===== src/hw/smacr_pkg.sv =====
// constants shared by the stop-mode autonomous clock request controller
package smacr_pkg;

	// ****************************************************************
	// peripheral slots
	// ****************************************************************
	localparam int unsigned N_PERIPH   = 11;
	localparam int unsigned IDX_ADC    = 0;
	localparam int unsigned IDX_LPTIM1 = 1;
	localparam int unsigned IDX_LPTIM2 = 2;
	localparam int unsigned IDX_SER1   = 3;
	localparam int unsigned IDX_SER2   = 4;
	localparam int unsigned IDX_LPSER  = 5;
	localparam int unsigned IDX_SPI1   = 6;
	localparam int unsigned IDX_SPI2   = 7;
	localparam int unsigned IDX_I2C1   = 8;
	localparam int unsigned IDX_I2C2   = 9;
	localparam int unsigned IDX_RADIO  = 10;

	// ****************************************************************
	// autonomy masks and reset values
	// ****************************************************************
	localparam logic [N_PERIPH-1:0] BASE_AUTO_MASK = 11'h3FF;
	localparam logic [N_PERIPH-1:0] RADIO_MASK     = 11'h400;
	localparam logic [N_PERIPH-1:0] ALL_MASK       = 11'h7FF;
	localparam logic [N_PERIPH-1:0] VEC_RST        = 11'h000;
	localparam logic                BIT_RST        = 1'h0;

	// ****************************************************************
	// synchroniser layout: kernel, bus, wake, trigger, awd, dma trigger
	// ****************************************************************
	localparam int unsigned SYNC_W    = 4 * N_PERIPH + 2;
	localparam int unsigned POS_KREQ  = 0;
	localparam int unsigned POS_BREQ  = N_PERIPH;
	localparam int unsigned POS_WAKE  = 2 * N_PERIPH;
	localparam int unsigned POS_TRIG  = 3 * N_PERIPH;
	localparam int unsigned POS_AWD   = 4 * N_PERIPH;
	localparam int unsigned POS_DTRIG = 4 * N_PERIPH + 1;

	// ****************************************************************
	// power modes
	// ****************************************************************
	typedef enum logic [3:0]
	{
		ST_RUN     = 4'h1,
		ST_SHALLOW = 4'h2,
		ST_DEEP    = 4'h4,
		ST_AUTO    = 4'h8
	} smacr_mode_e;

endpackage : smacr_pkg


===== src/hw/smacr_ctrl.sv =====
// stop-mode autonomous clock request and power-mode controller
// Behaviour
// shallow stop keeps all autonomous peripherals and dma alive, and the radio only with voltage range 1
// in shallow stop the dma runs and reaches both srams
// radio autonomous only in shallow stop with voltage range 1
// deep stop keeps non-radio peripherals; they may request shallow stop
// kernel clock on while any request, off when none
// fast rc on while any bus clock request, off when none
// bus request enters shallow stop, clocks enabled peripherals
// granted bus clock lets dma reach enabled sram and peripheral registers
// no bus request and deep selected returns to deep stop
// hardware triggers start autonomous peripherals
// autonomous peripheral interrupt wakes from either stop mode
// dma linked list keeps running in shallow stop
// hardware triggers start memory-to-memory dma transfers
// hardware triggers gate peripheral-memory dma transfers
// converter analog watchdog wakes the device from stop
// bus clock granted in stop comes from fast rc
// each clock enable is the or of pending requests
module smacr_ctrl (
	input  wire logic                          clock_i,
	input  wire logic                          rst_b_i,
	input  wire logic                          stop_req_i,
	input  wire logic                          deep_sel_i,
	input  wire logic                          range1_i,
	input  wire logic [smacr_pkg::N_PERIPH-1:0] periph_en_i,
	input  wire logic                          first_sram_en_i,
	input  wire logic                          second_sram_en_i,
	input  wire logic                          dma_bus_req_i,
	input  wire logic [smacr_pkg::N_PERIPH-1:0] kclk_req_i,
	input  wire logic [smacr_pkg::N_PERIPH-1:0] bclk_req_i,
	input  wire logic [smacr_pkg::N_PERIPH-1:0] wake_irq_i,
	input  wire logic [smacr_pkg::N_PERIPH-1:0] start_trig_i,
	input  wire logic                          awd_wake_i,
	input  wire logic                          dma_trig_i,
	output logic                               run_o,
	output logic                               shallow_stop_o,
	output logic                               deep_stop_o,
	output logic                               auto_shallow_o,
	output logic      [smacr_pkg::N_PERIPH-1:0] kclk_en_o,
	output logic                               firc_en_o,
	output logic                               bus_src_firc_o,
	output logic                               bus_clk_en_o,
	output logic      [smacr_pkg::N_PERIPH-1:0] periph_bclk_en_o,
	output logic                               dma_clk_en_o,
	output logic                               first_sram_clk_en_o,
	output logic                               second_sram_clk_en_o,
	output logic                               radio_auto_o,
	output logic      [smacr_pkg::N_PERIPH-1:0] periph_start_o,
	output logic                               dma_m2m_start_o,
	output logic                               dma_gate_o,
	output logic                               cpu_wake_o
);

	localparam int unsigned N = smacr_pkg::N_PERIPH;

	// ****************************************************************
	// autonomy decode
	// ****************************************************************
	function automatic logic [N-1:0] auto_mask(
		input smacr_pkg::smacr_mode_e m,
		input logic                   r1
	);
		logic [N-1:0] res;
		res = smacr_pkg::ALL_MASK;
		unique case (m)
			smacr_pkg::ST_RUN:     res = smacr_pkg::ALL_MASK;
			smacr_pkg::ST_DEEP:    res = smacr_pkg::BASE_AUTO_MASK;
			smacr_pkg::ST_SHALLOW,
			smacr_pkg::ST_AUTO:
				res = smacr_pkg::BASE_AUTO_MASK |
					(r1 ? smacr_pkg::RADIO_MASK : smacr_pkg::VEC_RST);
			default:               res = smacr_pkg::BASE_AUTO_MASK;
		endcase
		return res;
	endfunction : auto_mask

	// ****************************************************************
	// input synchronisation
	// ****************************************************************
	logic [smacr_pkg::SYNC_W-1:0] async_vec;
	logic [smacr_pkg::SYNC_W-1:0] sync_vec;
	logic [N-1:0]                 kreq_s;
	logic [N-1:0]                 breq_s;
	logic [N-1:0]                 wake_s;
	logic [N-1:0]                 trig_s;
	logic                         awd_s;
	logic                         dtrig_s;

	assign async_vec = {dma_trig_i, awd_wake_i, start_trig_i,
		wake_irq_i, bclk_req_i, kclk_req_i};

	smacr_sync #(
		.WIDTH (smacr_pkg::SYNC_W)
	) u_sync (
		.clock_i (clock_i),
		.rst_b_i (rst_b_i),
		.async_i (async_vec),
		.sync_o  (sync_vec)
	);

	assign kreq_s  = sync_vec[smacr_pkg::POS_KREQ +: N];
	assign breq_s  = sync_vec[smacr_pkg::POS_BREQ +: N];
	assign wake_s  = sync_vec[smacr_pkg::POS_WAKE +: N];
	assign trig_s  = sync_vec[smacr_pkg::POS_TRIG +: N];
	assign awd_s   = sync_vec[smacr_pkg::POS_AWD];
	assign dtrig_s = sync_vec[smacr_pkg::POS_DTRIG];

	// ****************************************************************
	// mode state machine
	// ****************************************************************
	smacr_pkg::smacr_mode_e state_q;
	smacr_pkg::smacr_mode_e state_d;
	logic [N-1:0]           mask_now;
	logic                   wake_any;
	logic                   bus_req_any;

	always_comb
	begin
		mask_now    = auto_mask(state_q, range1_i);
		wake_any    = (|(wake_s & mask_now)) |
			(awd_s & mask_now[smacr_pkg::IDX_ADC]);
		bus_req_any = (|(breq_s & mask_now)) |
			(dma_bus_req_i & (state_q != smacr_pkg::ST_DEEP));
		state_d     = state_q;
		unique case (state_q)
			smacr_pkg::ST_RUN:
				if (stop_req_i)
					state_d = deep_sel_i ? smacr_pkg::ST_DEEP
						: smacr_pkg::ST_SHALLOW;
			smacr_pkg::ST_SHALLOW:
				if (wake_any)
					state_d = smacr_pkg::ST_RUN;
			smacr_pkg::ST_DEEP:
				if (wake_any)
					state_d = smacr_pkg::ST_RUN;
				else if (bus_req_any)
					state_d = smacr_pkg::ST_AUTO;
			smacr_pkg::ST_AUTO:
				if (wake_any)
					state_d = smacr_pkg::ST_RUN;
				else if (!bus_req_any)
					state_d = deep_sel_i ? smacr_pkg::ST_DEEP
						: smacr_pkg::ST_SHALLOW;
			default:
				state_d = smacr_pkg::ST_RUN;
		endcase
	end

	always_ff @(posedge clock_i or negedge rst_b_i)
	begin
		if (!rst_b_i)
			state_q <= smacr_pkg::ST_RUN;
		else
			state_q <= state_d;
	end

	// ****************************************************************
	// clock enables, starts and wake, computed for the next mode
	// ****************************************************************
	logic [N-1:0] mask_d;
	logic         in_stop_d;
	logic         shallow_d;
	logic         bus_on_d;
	logic [N-1:0] trig_prev_q;
	logic         dtrig_prev_q;
	logic [N-1:0] kclk_en_q;
	logic [N-1:0] kclk_en_d;
	logic         bus_on_q;
	logic [N-1:0] pbclk_q;
	logic [N-1:0] pbclk_d;
	logic         dma_clk_q;
	logic         dma_clk_d;
	logic         first_sram_q;
	logic         first_sram_d;
	logic         second_sram_q;
	logic         second_sram_d;
	logic         radio_q;
	logic         radio_d;
	logic [N-1:0] start_q;
	logic [N-1:0] start_d;
	logic         m2m_q;
	logic         m2m_d;
	logic         gate_q;
	logic         gate_d;
	logic         wake_q;
	logic         wake_d;

	always_comb
	begin
		mask_d    = auto_mask(state_d, range1_i);
		in_stop_d = (state_d != smacr_pkg::ST_RUN);
		shallow_d = (state_d == smacr_pkg::ST_SHALLOW) |
			(state_d == smacr_pkg::ST_AUTO);
		bus_on_d  = shallow_d & ((|(breq_s & mask_d)) | dma_bus_req_i);
		kclk_en_d = in_stop_d ? (kreq_s & mask_d) : periph_en_i;
		pbclk_d   = (!in_stop_d | bus_on_d) ? periph_en_i
			: smacr_pkg::VEC_RST;
		dma_clk_d = !in_stop_d | bus_on_d;
		first_sram_d   = dma_clk_d & first_sram_en_i;
		second_sram_d   = dma_clk_d & second_sram_en_i;
		radio_d   = shallow_d & range1_i;
		start_d   = trig_s & ~trig_prev_q & mask_d;
		m2m_d     = dtrig_s & ~dtrig_prev_q & dma_clk_d;
		gate_d    = dtrig_s & dma_clk_d;
		wake_d    = (state_q != smacr_pkg::ST_RUN) &
			(state_d == smacr_pkg::ST_RUN);
	end

	always_ff @(posedge clock_i or negedge rst_b_i)
	begin
		if (!rst_b_i)
		begin
			trig_prev_q  <= smacr_pkg::VEC_RST;
			dtrig_prev_q <= smacr_pkg::BIT_RST;
			kclk_en_q    <= smacr_pkg::VEC_RST;
			bus_on_q     <= smacr_pkg::BIT_RST;
			pbclk_q      <= smacr_pkg::VEC_RST;
			dma_clk_q    <= smacr_pkg::BIT_RST;
			first_sram_q      <= smacr_pkg::BIT_RST;
			second_sram_q      <= smacr_pkg::BIT_RST;
			radio_q      <= smacr_pkg::BIT_RST;
			start_q      <= smacr_pkg::VEC_RST;
			m2m_q        <= smacr_pkg::BIT_RST;
			gate_q       <= smacr_pkg::BIT_RST;
			wake_q       <= smacr_pkg::BIT_RST;
		end
		else
		begin
			trig_prev_q  <= trig_s;
			dtrig_prev_q <= dtrig_s;
			kclk_en_q    <= kclk_en_d;
			bus_on_q     <= bus_on_d;
			pbclk_q      <= pbclk_d;
			dma_clk_q    <= dma_clk_d;
			first_sram_q      <= first_sram_d;
			second_sram_q      <= second_sram_d;
			radio_q      <= radio_d;
			start_q      <= start_d;
			m2m_q        <= m2m_d;
			gate_q       <= gate_d;
			wake_q       <= wake_d;
		end
	end

	// ****************************************************************
	// outputs
	// ****************************************************************
	assign run_o            = (state_q == smacr_pkg::ST_RUN);
	assign shallow_stop_o   = (state_q == smacr_pkg::ST_SHALLOW);
	assign deep_stop_o      = (state_q == smacr_pkg::ST_DEEP);
	assign auto_shallow_o   = (state_q == smacr_pkg::ST_AUTO);
	assign kclk_en_o        = kclk_en_q;
	assign firc_en_o        = bus_on_q;
	assign bus_src_firc_o   = !run_o;
	assign bus_clk_en_o     = bus_on_q;
	assign periph_bclk_en_o = pbclk_q;
	assign dma_clk_en_o     = dma_clk_q;
	assign first_sram_clk_en_o   = first_sram_q;
	assign second_sram_clk_en_o   = second_sram_q;
	assign radio_auto_o     = radio_q;
	assign periph_start_o   = start_q;
	assign dma_m2m_start_o  = m2m_q;
	assign dma_gate_o       = gate_q;
	assign cpu_wake_o       = wake_q;
endmodule : smacr_ctrl


===== src/hw/smacr_sync.sv =====
// two-flop synchroniser for a vector of independent asynchronous levels
module smacr_sync #(
	parameter int unsigned WIDTH = smacr_pkg::SYNC_W
) (
	input  wire logic             clock_i,
	input  wire logic             rst_b_i,
	input  wire logic [WIDTH-1:0] async_i,
	output logic      [WIDTH-1:0] sync_o
);

	// ****************************************************************
	// two stages
	// ****************************************************************
	logic [WIDTH-1:0] meta_q;
	logic [WIDTH-1:0] meta_d;
	logic [WIDTH-1:0] sync_q;
	logic [WIDTH-1:0] sync_d;

	always_comb
	begin
		meta_d = async_i;
		sync_d = meta_q;
	end

	always_ff @(posedge clock_i or negedge rst_b_i)
	begin
		if (!rst_b_i)
		begin
			meta_q <= '0;
			sync_q <= '0;
		end
		else
		begin
			meta_q <= meta_d;
			sync_q <= sync_d;
		end
	end

	assign sync_o = sync_q;

endmodule : smacr_sync


===== config.mk =====
export PLATFORM = sky130hd
export DESIGN_NAME = smacr_ctrl
export DESIGN_NICKNAME = d
export VERILOG_FILES = /design/src/hw/smacr_pkg.sv /design/src/hw/smacr_ctrl.sv /design/src/hw/smacr_sync.sv
export SDC_FILE = /design/constraint.sdc
export NUM_CORES = 1
export LEC_CHECK = 0
export ABC_AREA = 0
export BUFFER_PORTS_ARGS = -buffer_cell sky130_fd_sc_hd__buf_4
export CAP_MARGIN = 15
export CORE_UTILIZATION = 35
export CTS_BUF_LIST = sky130_fd_sc_hd__clkbuf_8
export DETAILED_ROUTE_END_ITERATION = 8
export PLACE_DENSITY_LB_ADDON = 0.3
export SLEW_MARGIN = 20
export SYNTH_ARGS = -nofsm -noshare
export SYNTH_HDL_FRONTEND = slang
export SYNTH_SLANG_ARGS = --single-unit

===== constraint.sdc =====
create_clock -name clock_i -period 2.7 [get_ports clock_i]
set_input_delay 0.27 -clock clock_i [delete_from_list [all_inputs] [get_ports clock_i]]
set_output_delay 0.27 -clock clock_i [all_outputs]
set_load 0.05 [all_outputs]

=== Word level (Yosys, flattened, before mapping) ===
Index checks and enable logic that the tools add are counted.
W data, S select, Z words.

* Multiplexer cells: 13
* Bitwise logic cells: 23
* Eq/ne operators: 10
* Reductions and logical operators: 7

{| class="wikitable"
|+ Operator list
! operator !! number
|-
| $and A11 B11 Y11 || 6
|-
| $pmux W11 S2 || 2
|-
| $mux W11 || 3
|-
| $reduce_or A11 Y1 || 3
|-
| $mux W4 || 6
|-
| $pmux W4 S4 || 1
|-
| $not A11 Y11 || 1
|-
| $and A1 B1 Y1 || 10
|-
| $eq A4 B1 Y1 const B || 2
|-
| $eq A4 B2 Y1 const B || 2
|-
| $eq A4 B4 Y1 const B || 2
|-
| $ne A4 B1 Y1 const B || 2
|-
| $or A1 B1 Y1 || 5
|-
| $eq A4 B3 Y1 const B || 1
|-
| $ne A4 B3 Y1 const B || 1
|-
| $reduce_or A2 Y1 || 2
|-
| $mux W3 || 1
|-
| $logic_not A1 Y1 || 2
|-
| $not A1 Y1 || 1
|}

* Register bits after elaboration: 149
* Output and inout port bits: 47
* Logic and storage cells: 69

=== Longest topological paths before layout ===
Gate-level depths: netlist of the first run.

* Word-level depth: 18
* Depth in mapped cells: 7
* Gate-level depth less buffers: 5

=== Modules after synthesis ===
A second synthesis of the first run with hierarchy kept.

* Cell total of the unflattened synthesis: 254
* Area total of the unflattened synthesis: 4555.6 µm²

{| class="wikitable"
|+ Modules (own cells, without submodules)
! module !! sequential area each (µm²) !! cells each !! instances !! area each (µm²)
|-
| smacr_sync || 2302.2 || 92 || 1 || 2302.2
|-
| smacr_ctrl || 1427.6 || 162 || 1 || 2253.4
|}

=== Worst setup path after synthesis of the first run ===
OpenSTA, ideal clock, no wires.

* Kind: register -> register
* Start point: register state_q[2]
* End point: register bus_on_q, in the netlist bus_clk_en_o
* Path slack: -0.294 ns
* Clock period less this slack: 2.994 ns
* Setup time: 0.094 ns
* Data required time: 2.606 ns
* Stages on the path, launching flop included: 5
* Buffers on the path: 0
* Arrival time: 2.900 ns
* Cell sequence: dfrtp_1 -> nor4b_1 -> nand4_1 -> o21a_1 -> a211oi_1

* Longest elaborated chain between the ends: 16
* Elaborated cells between the ends (all ways): 31
* Classes of those cells: eq/ne (8); mux (9); bitwise (9); reduce/logical (5)

{| class="wikitable"
|+ RTL lines
! element !! RTL line !! text
|-
| start, declared || smacr_ctrl.sv:112 || <nowiki>smacr_pkg::smacr_mode_e state_q;</nowiki>
|-
| start signal, assigned || smacr_ctrl.sv:153 || <nowiki>state_q <= smacr_pkg::ST_RUN;</nowiki>
|-
| start signal, assigned || smacr_ctrl.sv:155 || <nowiki>state_q <= state_d;</nowiki>
|-
| $eq A4 B2 Y1 * || - ||
|-
| net shallow_stop_o || smacr_ctrl.sv:37 || <nowiki>output logic shallow_stop_o,</nowiki>
|-
| $reduce_or A2 Y1 || smacr_ctrl.sv:66 || <nowiki>unique case (m)</nowiki>
|-
| $pmux W11 S2 || smacr_ctrl.sv:66 ||
|-
| $and A11 B11 Y11 || smacr_ctrl.sv:123 || <nowiki>bus_req_any = (|(breq_s & mask_now)) |</nowiki>
|-
| $reduce_or A11 Y1 || smacr_ctrl.sv:123 ||
|-
| $or A1 B1 Y1 || smacr_ctrl.sv:123 ||
|-
| $mux W4 (on tied branches) || smacr_ctrl.sv:142, smacr_ctrl.sv:137 ||
|-
| [... 2 more ...] || - ||
|-
| $eq A4 B2 Y1 or $eq A4 B4 Y1 (tied branches) || smacr_ctrl.sv:66, smacr_ctrl.sv:193, smacr_ctrl.sv:194 ||
|-
| $reduce_or A2 Y1 || smacr_ctrl.sv:66 ||
|-
| $pmux W11 S2 || smacr_ctrl.sv:66 ||
|-
| $and A11 B11 Y11 || smacr_ctrl.sv:195 || <nowiki>bus_on_d = shallow_d & ((|(breq_s & mask_d)) | dma_bus_req_i);</nowiki>
|-
| $reduce_or A11 Y1 || smacr_ctrl.sv:195 ||
|-
| $or A1 B1 Y1 || smacr_ctrl.sv:195 ||
|-
| $and A1 B1 Y1 * || smacr_ctrl.sv:195 ||
|-
| net bus_on_d || smacr_ctrl.sv:164 || <nowiki>logic bus_on_d;</nowiki>
|-
| end signal, assigned || smacr_ctrl.sv:217 || <nowiki>bus_on_q <= smacr_pkg::BIT_RST;</nowiki>
|-
| end signal, assigned || smacr_ctrl.sv:233 || <nowiki>bus_on_q <= bus_on_d;</nowiki>
|-
| end, declared || smacr_ctrl.sv:169 || <nowiki>logic bus_on_q;</nowiki>
|}

Mark *: on every way through the listed nets, which the timed path passes. The rest lies on a longest branch.

=== Worst setup path in the final report of the first run ===
* Start point: register state_q[3]
* End point: register m2m_q, in the netlist dma_m2m_start_o

* Longest elaborated chain between the ends: 18
* Elaborated cells between the ends (all ways): 35
* Classes of those cells: eq/ne (9); mux (9); bitwise (11); reduce/logical (6)

{| class="wikitable"
|+ RTL lines
! element !! RTL line !! text
|-
| $eq A4 B2 Y1 or $eq A4 B4 Y1 (tied branches) || smacr_ctrl.sv:66, smacr_ctrl.sv:126 ||
|-
| $reduce_or A2 Y1 || smacr_ctrl.sv:66 ||
|-
| $pmux W11 S2 || smacr_ctrl.sv:66 ||
|-
| $and A11 B11 Y11 || smacr_ctrl.sv:123 ||
|-
| $reduce_or A11 Y1 || smacr_ctrl.sv:123 ||
|-
| $or A1 B1 Y1 || smacr_ctrl.sv:123 ||
|-
| $mux W4 (on tied branches) || smacr_ctrl.sv:142, smacr_ctrl.sv:137 ||
|-
| $mux W4 (on tied branches) || smacr_ctrl.sv:140, smacr_ctrl.sv:135 ||
|-
| [... 3 more ...] || - ||
|-
| $pmux W11 S2 || smacr_ctrl.sv:66 ||
|-
| $and A11 B11 Y11 || smacr_ctrl.sv:195 ||
|-
| $reduce_or A11 Y1 || smacr_ctrl.sv:195 ||
|-
| $or A1 B1 Y1 || smacr_ctrl.sv:195 ||
|-
| $and A1 B1 Y1 || smacr_ctrl.sv:195 ||
|-
| $or A1 B1 Y1 * || smacr_ctrl.sv:199 || <nowiki>dma_clk_d = !in_stop_d | bus_on_d;</nowiki>
|-
| $and A1 B1 Y1 * || smacr_ctrl.sv:204 || <nowiki>m2m_d = dtrig_s & ~dtrig_prev_q & dma_clk_d;</nowiki>
|-
| net m2m_d || smacr_ctrl.sv:183 || <nowiki>logic m2m_d;</nowiki>
|-
| end signal, assigned || smacr_ctrl.sv:224 || <nowiki>m2m_q <= smacr_pkg::BIT_RST;</nowiki>
|-
| end signal, assigned || smacr_ctrl.sv:240 || <nowiki>m2m_q <= m2m_d;</nowiki>
|-
| end, declared || smacr_ctrl.sv:182 || <nowiki>logic m2m_q;</nowiki>
|}

Marked as above.

==> flow_summary.yaml, run 1 <==
status:
  status: "finished clean"
critical_path:
  required_ns: 3.03
  rrSetupSlack_ns: 0.41
  critical_path.startpoint_type: "register"
  path_max_fanout: 16
  worstSetupPathType: "reg2reg"
  critPathArrivalTime_ns: 2.62
  endpoint_kind: "register"
place:
  port_buffers: 111
  dp_hpwl_um: 5260
  gp_congestion: 0.871
  dp_cells: 542
global_routing:
  grt_pass1_vias: 2688
  grt_max_degree: 113
  grt_use_total_pct: 13.4
  gr-total-overflow: 0
  antenna_found_initial: 0
  grt_first_pass_wirelength_um: 13000
floorplan:
  die_h_um: 116
  core-area_um2: 12700
  initial_core_util_pct: 36.0
  boundaryPins: 112
  die-width_um: 116
  rows: 41
  dieArea_um2: 13500
synth:
  yosysUniqueCellTypes: 43
  ys_ff_latch: 149
  synth.most_common_cell: "dfrtp_1"
  async_flop_share_pct: 100
  yosysTopAreaCell: "dfrtp_1"
  ys_warn_count: 0
  avgSynthCellArea_um2: 17.6
  syn_area_um2: 4570
  ys_seq_area_share_pct: 81.7
  yosys_most_used_dff: "dfrtp_1"
  ys_top_cells_by_area: "dfrtp_1 81%, mux2_2 2.5%, nor3b_1 2.3%"
  synth_top_area_share_pct: 81.1
  synth_nets: 324
  synth_common_cells: "148 x dfrtp_1, 14 x nor3b_1, 12 x nor2b_1, 10 x mux2_2, 7 x nor2_1"
  synth_edf_count: 0
  syn_inst: 259
pwr:
  peakVddDrop_v: 0.000491
  power.density_nw_per_um2: 750
  power_w: 0.00491
  p_leak_nw: 3.04
timing:
  min_period_over_period_pct: 84.7
  worstMarginPinSlew_ns: 0.581
  finalSetupTns_ns: 0
  fin_crit_ns: 2.29
  slew_headroom_pct: 61.3
  report.final.setup_viol: 0
  fmax_mhz: 437
  hold_viol_final: 0
  clock_skew_ns: 0.00645
  maxSlewViolCount: 0
  rsz0062_at_grt: "false"
clock_tree:
  cts.sinks: 149
  cts_resized: 0
  cts_root_buf: "clkbuf_8"
  cts_tree: "built"
  insertion_delay_ns: 0.44
  path_clk_slew_ns: 0.08
  cts_setup_buffers: 0
  cts_buffers: 17
  htree_levels: 4
  clock_path_buffers: 2
detailed_routing:
  routed_wl_um: 8440
  dr_total_vias: 2686
  dr.pass1.iters: 4
  drtAntennaViolNets: 0
  avgViaCountPerCell: 4.34
  drtIter0Drc: 86
  drc: 0
  wire_per_inst_um: 13.6
cells_and_area:
  n_antenna_cell: 0
  drive_gt1_share_pct: 36.7
  fin_nets: 501
  layout-area-overhead-vs-synth_pct: 43.5
  instances_no_fill: 619
flow_run:
  maxCapViolCount: 0
hold_path:
  hold_path.class: "in2reg"
cell type report:
class                   instances  area [um^2]
fillers                      1069         6120
flip-flops and latches        149         3730
repair buffers                163         1360
multi-input cells             100          785
clock buffers                  19          262
well taps                     172          215
clock inverters                11          185
inverters                       5         18.8
power breakdown:
group | switching (W) | total (W) | internal [W]
Combinational | 0.000365 | 0.000607 | 0.000242
Sequential | 0.0000451 | 0.00241 | 0.00236
Clock | 0.000769 | 0.00190 | 0.00113
registers in the layout, summed over array words and instances (netlist names):
| signal | flops |
|---|---|
| bus_clk_en_o | 1 |
| cpu_wake_o | 1 |
| dma_clk_en_o | 1 |
| dma_gate_o | 1 |
| dma_m2m_start_o | 1 |
| dtrig_prev_q | 1 |
| first_sram_clk_en_o | 1 |
| kclk_en_o | 11 |
| periph_bclk_en_o | 11 |
| periph_start_o | 11 |
| radio_auto_o | 1 |
| second_sram_clk_en_o | 1 |
| state_q | 4 |
| trig_prev_q | 11 |
| u_sync.meta_q | 46 |
| u_sync.sync_o | 46 |
layout by cell type, fill, tap and decap left out, drive strengths merged, types with 2 or more instances in the layout:
cell / count
a32oi: 3
nor2b: 12
clkbuf: 19
nor4b: 3
inv: 8
buf: 116
or4: 2
nor4: 4
nand2b: 2
o21ai: 5
a21oi: 2
nor3b: 14
nor3: 3
and3: 4
o32ai: 2
nand3: 3
dfrtp: 148
clkinvlp: 2
bufinv: 5
a21boi: 2
mux2: 10
dlygate4sd3: 47
and2: 4
o2111ai: 2
nor2: 7
nand2: 3
cell families after synthesis:
| group | after synthesis | share of synthesized area (%) |
|---|---|---|
| buffers and inverters | 10 | 1.29 |
| multiplexers | 10 | 2.47 |
| XOR/XNOR | 1 | 0.192 |
| flip-flops | 149 | 81.7 |
| AND/OR/NAND/NOR | 65 | 9.64 |
| AO/OA/AOI/OAI | 24 | 4.74 |
per-stage QoR:
step / hold WS [ns] / utilization (%) / setup slack (ns) / instance area [um^2]
finish: 0.0734 / 51.7 / 0.413 / 6550
global route: 0.0355 / 51.7 / 0.278 / 6550
CTS: 0.0346 / 51.7 / 0.447 / 6550
detailed placement: 0.191 / 44.5 / 0.455 / 5640
global placement: 0.185 / 44.5 / 0.510 / 5640
floorplan: -0.0256 / - / 0.114 / 4570
critical path: stages (launching register included):
cell,delay [ns]
dfrtp_1,0.50
nor2b_1,0.41
o311a_1,0.31
a21boi_0,0.33
o32ai_2,0.14
buf_4,0.21
nor4b_1,0.27
timing repair:
item | 4_1_cts | 5_1_grt
hold buffers | 47 | 0
setup endpoints to repair | 0 | 0
endpoints found under the hold margin | 83 | 0
metal layers:
metal	share of wire [%]	GRT usage, %	vias to the layer above
met4	2.3	8.46	0
met2	51	20.7	87
met1	42	15.9	1347
met5	0	0	-
li1	-	-	1239
met3	5.2	4.93	13
final timing paths:
kind	start	to	cells past startpoint
worst min-delay path	periph_en_i[3]	kclk_en_o[3]	2
worst max-delay path	state_q[3]	dma_m2m_start_o	6
min in group asynchronous	rst_b_i	periph_bclk_en_o[8]	2
worst min register to register	u_sync.meta_q[25]	u_sync.sync_o[25]	0
worst max register to register	state_q[3]	dma_m2m_start_o	6
max in group asynchronous	rst_b_i	u_sync.sync_o[32]	3
Power figures use the tool's default switching activity.
==> inputs of run 2 (changes only) <==
clock period = 2.33 ns   (was 2.7 ns; I/O delays follow)
==> run 2 against run 1 <==
- power increased by 6.1%
- highest routed layer unchanged
- non-clock buffer count grew 9
- die area did not move
- sequential cell count did not move
- critical path depth is the same
- largest power group unchanged
- clock-buffer cell count is 2 lower
- critical endpoint is now second_sram_clk_en_o
- cell area barely moved
- register-to-register slack got worse by 0.26 ns
- worst hold slack got worse by 0.028 ns
==> flow_summary.yaml, run 2 (synthesized netlist as in run 1, its figures left out) <==
critical_path:
  r2r_cells: 6
  critPathArrivalTime_ns: 2.50
  required_ns: 2.65
  rrSetupSlack_ns: 0.16
  endpoint_kind: "register"
  worstSetupPathType: "reg2reg"
  rr_endpoint: "second_sram_clk_en_o"
  path_max_fanout: 16
  critical_path.startpoint_type: "register"
  regToRegStartpoint: "u_sync.sync_o[22]"
timing:
  hold_viol_final: 0
  report.final.setup_viol: 0
  worstMarginPinSlew_ns: 0.585
  min_period_over_period_pct: 93.3
  fmax_mhz: 460
  clock_skew_ns: 0.00932
  maxSlewViolCount: 0
  slew_headroom_pct: 61.0
  fin_crit_ns: 2.17
  finalWorstSetupSlack_ns: 0.156
  rsz0062_at_grt: "false"
clock_tree:
  htree_levels: 4
  clock_path_buffers: 2
  insertion_delay_ns: 0.44
  cts_resized: 0
  cts.sinks: 149
  cts_tree: "built"
  path_clk_slew_ns: 0.08
  cts_root_buf: "clkbuf_8"
  cts_buffers: 17
floorplan:
  initial_core_util_pct: 36.0
  dieArea_um2: 13500
  rows: 41
  die_h_um: 116
  core-area_um2: 12700
  boundaryPins: 112
  die-width_um: 116
global_routing:
  antenna_found_initial: 0
  grt_use_total_pct: 13.9
  grt_first_pass_wirelength_um: 13500
  grt_pass1_vias: 2712
  gr-total-overflow: 0
  grt_max_degree: 66
place:
  placed_area_um2: 5680
  dp_slack_ns: 0.122
  dp_hpwl_um: 5690
  port_buffers: 111
  gp_congestion: 0.855
hold_path:
  hold_path.class: "in2reg"
  min_to: "kclk_en_o[0]"
  worstHoldStart: "periph_en_i[0]"
  whs_path_depth: 2
cells_and_area:
  final_area_um2: 6550
  layout-area-overhead-vs-synth_pct: 43.4
  fin_util_pct: 51.7
  final_cell_mix: "148 x dfrtp_1, 117 x buf_4, 52 x dlygate4sd3_1, 17 x clkbuf_8, 14 x nor3b_1"
  nFillCells: 1091
  n_antenna_cell: 0
  drive_gt1_share_pct: 37.8
  fin_nets: 510
  final_common_cell: "dfrtp_1"
pwr:
  power_w: 0.00522
  p_leak_nw: 3.03
  peakVddDrop_v: 0.000525
  power.density_nw_per_um2: 796
flow_run:
  maxCapViolCount: 0
detailed_routing:
  drtIter0Drc: 115
  drc: 0
  dr.pass1.iters: 4
  avgViaCountPerCell: 4.33
  routed_wl_um: 8710
  wire_per_inst_um: 13.8
  dr_total_vias: 2729
  drtAntennaViolNets: 0
status:
  status: "finished clean"
==> run 2: changes by cell type in the layout (fill, tap and decap cells not counted), moves of 3 or more <==
| cell | before | now |
|---|---|---|
| dlygate4sd3_1 | 47 | 52 |
| clkinvlp_4 | 2 | 5 |
| inv_6 | 0 | 3 |
| buf_4 | 114 | 117 |
| bufinv_16 | 5 | 0 |
| clkinv_2 | 0 | 3 |
==> run 2: how the worst max path moves through the flow <==
stage / endpoint / cells after the start / startpoint / slack (ns)
finish: second_sram_clk_en_o / 6 / u_sync.sync_o[22] / 0.16
global route: periph_bclk_en_o[1] / 6 / u_sync.sync_o[22] / 0.05
CTS: periph_start_o[10] / 6 / u_sync.sync_o[14] / 0.1
detailed placement: periph_start_o[10] / 6 / u_sync.sync_o[14] / 0.12
global placement: periph_start_o[10] / 6 / u_sync.sync_o[14] / 0.18
floorplan: kclk_en_o[1] / 6 / state_q[0] / -0.15
==> run 2: per-stage QoR <==
step / hold slack [ns] / setup TNS [ns] / cells
2_1_floorplan: -0.0626 / -2.08 / 259
3_3_place_gp: 0.254 / 0 / 545
3_5_place_dp: 0.263 / 0 / 545
4_1_cts: 0.00309 / 0 / 629
5_1_grt: 0.00370 / 0 / 630
6_report: 0.0453 / 0 / 630
==> run 2: per-layer routing <==
layer	routed length, um	track usage, %	part of all wire [%]	vias up
met5	0	0	0	-
li1	-	-	-	1262
met4	214	8.38	2.5	0
met2	4440	21.0	51	85
met1	3560	17.0	41	1368
met3	493	5.14	5.7	14
==> run 2: critical path, cell delays in order (launching register included) <==
cell	delay (ns)
dfrtp_1	0.37
nor4_1	0.43
and3_1	0.36
nand3_1	0.26
o32ai_2	0.31
buf_4	0.25
nor3b_1	0.08
==> run 2: final cells by class <==
type	instances	area, um^2	area share [%]
Tap cell	172	215	3.29
Sequential cell	149	3730	57.0
Clock inverter	15	109	1.66
Inverter	5	18.8	0.287
Timing Repair Buffer	172	1450	22.1
Multi-Input combinational cell	100	792	12.1
Clock buffer	17	234	3.57
==> run 2: timing repair <==
action,CTS,global route
hold buffers,52,0
buffers inserted,0,1
setup endpoints to repair,0,2
endpoints found under the hold margin,113,0
==> run 2: power by group <==
part           internal, W  switching (W)  total (W)
Combinational     0.000292       0.000429   0.000721
Sequential         0.00274      0.0000542    0.00279
Clock             0.000736       0.000968    0.00170
==> inputs of run 3 (changes only) <==
PLACE_DENSITY = 0.67   (was unset)
PLACE_DENSITY_LB_ADDON = unset   (was 0.3)
==> run 3 against run 2 <==
- sequential power barely moved
- power rose by 11%
- sequential cell count did not move
- first-iteration DRC count fell by 29%
- non-clock buffer count fell by 7
- clock skew shrank 0.0014 ns
- final cell count decreased by 1.1%
- highest routed layer unchanged
- cell area is 1.1% higher
- worst hold slack worse by 0.0034 ns
- global-route usage grew 0.092 points
==> flow_summary.yaml, run 3 (synthesized netlist as in run 1, its figures left out) <==
clock_tree:
  cts.sinks: 149
  clock_path_buffers: 2
  insertion_delay_ns: 0.43
  cts_setup_buffers: 0
  path_clk_slew_ns: 0.08
  cts_buffers: 17
  cts_tree: "built"
  cts_root_buf: "clkbuf_8"
  htree_levels: 4
timing:
  report.final.setup_viol: 0
  hold_ws_ns: 0.0419
  min_period_over_period_pct: 93.5
  rsz0062_at_grt: "false"
  slew_headroom_pct: 66.3
  clock_skew_ns: 0.00793
  worstMarginPinSlew_ns: 0.506
  hold_viol_final: 0
  fmax_mhz: 459
  fin_crit_ns: 2.18
  maxSlewViolCount: 0
critical_path:
  regToRegStartpoint: "u_sync.sync_o[14]"
  critical_path.startpoint_type: "register"
  r2r_cells: 6
  rr_endpoint: "periph_bclk_en_o[6]"
  cp-endpoint: "periph_bclk_en_o[6]"
  startpoint: "u_sync.sync_o[14]"
  rrSetupSlack_ns: 0.15
  critPathArrivalTime_ns: 2.49
  required_ns: 2.64
  endpoint_kind: "register"
  path_max_fanout: 18
  worstSetupPathType: "reg2reg"
place:
  port_buffers: 111
  gp_congestion: 0.889
  dp_cells: 544
  dp_hpwl_um: 5660
floorplan:
  rows: 41
  core-area_um2: 12700
  die-width_um: 116
  die_h_um: 116
  dieArea_um2: 13500
  initial_core_util_pct: 36.0
  boundaryPins: 112
detailed_routing:
  dr_total_vias: 2693
  drc: 0
  drtIter0Drc: 82
  wire_per_inst_um: 13.6
  dr.pass1.iters: 4
  routed_wl_um: 8490
  avgViaCountPerCell: 4.32
  drtAntennaViolNets: 0
hold_path:
  hold_path.class: "in2reg"
  whs_path_depth: 2
cells_and_area:
  final_cell_mix: "148 x dfrtp_1, 115 x buf_4, 47 x dlygate4sd3_1, 18 x clkbuf_8, 14 x nor3b_1"
  fin_nets: 503
  drive_gt1_share_pct: 38.6
  layout-area-overhead-vs-synth_pct: 45.0
  instances_no_fill: 623
  final_common_cell: "dfrtp_1"
  n_antenna_cell: 0
pwr:
  peakVddDrop_v: 0.000515
  p_leak_nw: 3.06
  power.density_nw_per_um2: 874
global_routing:
  grt_max_degree: 59
  grt_pass1_vias: 2836
  grt_use_total_pct: 14.0
  grt_first_pass_wirelength_um: 13800
  antenna_found_initial: 0
  gr-total-overflow: 0
flow_run:
  maxCapViolCount: 0
status:
  status: "finished clean"
[run 3: repair_timing]
action / 4_1_cts / 5_1_grt
endpoints found under the setup margin: 0 / 18
gates resized for setup: 0 / 2
hold endpoints to repair: 100 / 0
hold buffers: 47 / 0
[run 3: worst min path at each step]
stage	start	end	slack, ns
final	periph_en_i[3]	kclk_en_o[3]	0.04
after global routing	periph_en_i[1]	kclk_en_o[1]	0.01
after CTS	periph_en_i[3]	kclk_en_o[3]	0.003
after detailed placement	rst_b_i	u_sync.sync_o[37]	0.22
after global placement	rst_b_i	u_sync.meta_q[34]	0.22
after floorplan	rst_b_i	bus_clk_en_o	-0.06
[run 3: stage by stage]
stage / setup slack (ns) / setup TNS (ns) / power (W) / area [um^2] / util [%]
2_1_floorplan: -0.152 / -2.08 / 0.00320 / 4580 / -
3_3_place_gp: 0.193 / 0 / 0.00349 / 5670 / 44.8
3_5_place_dp: 0.121 / 0 / 0.00350 / 5670 / 44.8
4_1_cts: 0.111 / 0 / 0.00587 / 6610 / 52.2
5_1_grt: 0.00204 / 0 / 0.00603 / 6620 / 52.2
6_report: 0.150 / 0 / 0.00579 / 6620 / 52.2
[run 3: cell type report]
class | count | area, um^2
tap | 172 | 215
multi-input combinational | 100 | 801
inverter | 5 | 18.8
sequential | 149 | 3730
timing repair buffer | 165 | 1390
fill | 1083 | 6050
clock buffer | 18 | 248
clock inverter | 14 | 223
[run 3: metal layers]
layer,global-route usage [%],vias up,wire (um)
met2,22.3,93,4410
met3,4.88,16,525
met1,17.2,1336,3400
li1,-,1248,-
met5,0,-,0
met4,6.32,0,156
[run 3: where the power goes]
| part | total (W) | internal, W | switching [W] |
|---|---|---|---|
| clock | 0.00228 | 0.00132 | 0.000964 |
| sequential | 0.00279 | 0.00274 | 0.0000579 |
| combinational | 0.000710 | 0.000286 | 0.000424 |
[run 3: worst max-delay path, cell delays in order, from the launching register on]
cell	delay [ns]
dfrtp_1	0.37
or4_4	0.54
nor4_4	0.40
o211ai_4	0.19
o32ai_4	0.31
buf_12	0.18
nor3b_1	0.06
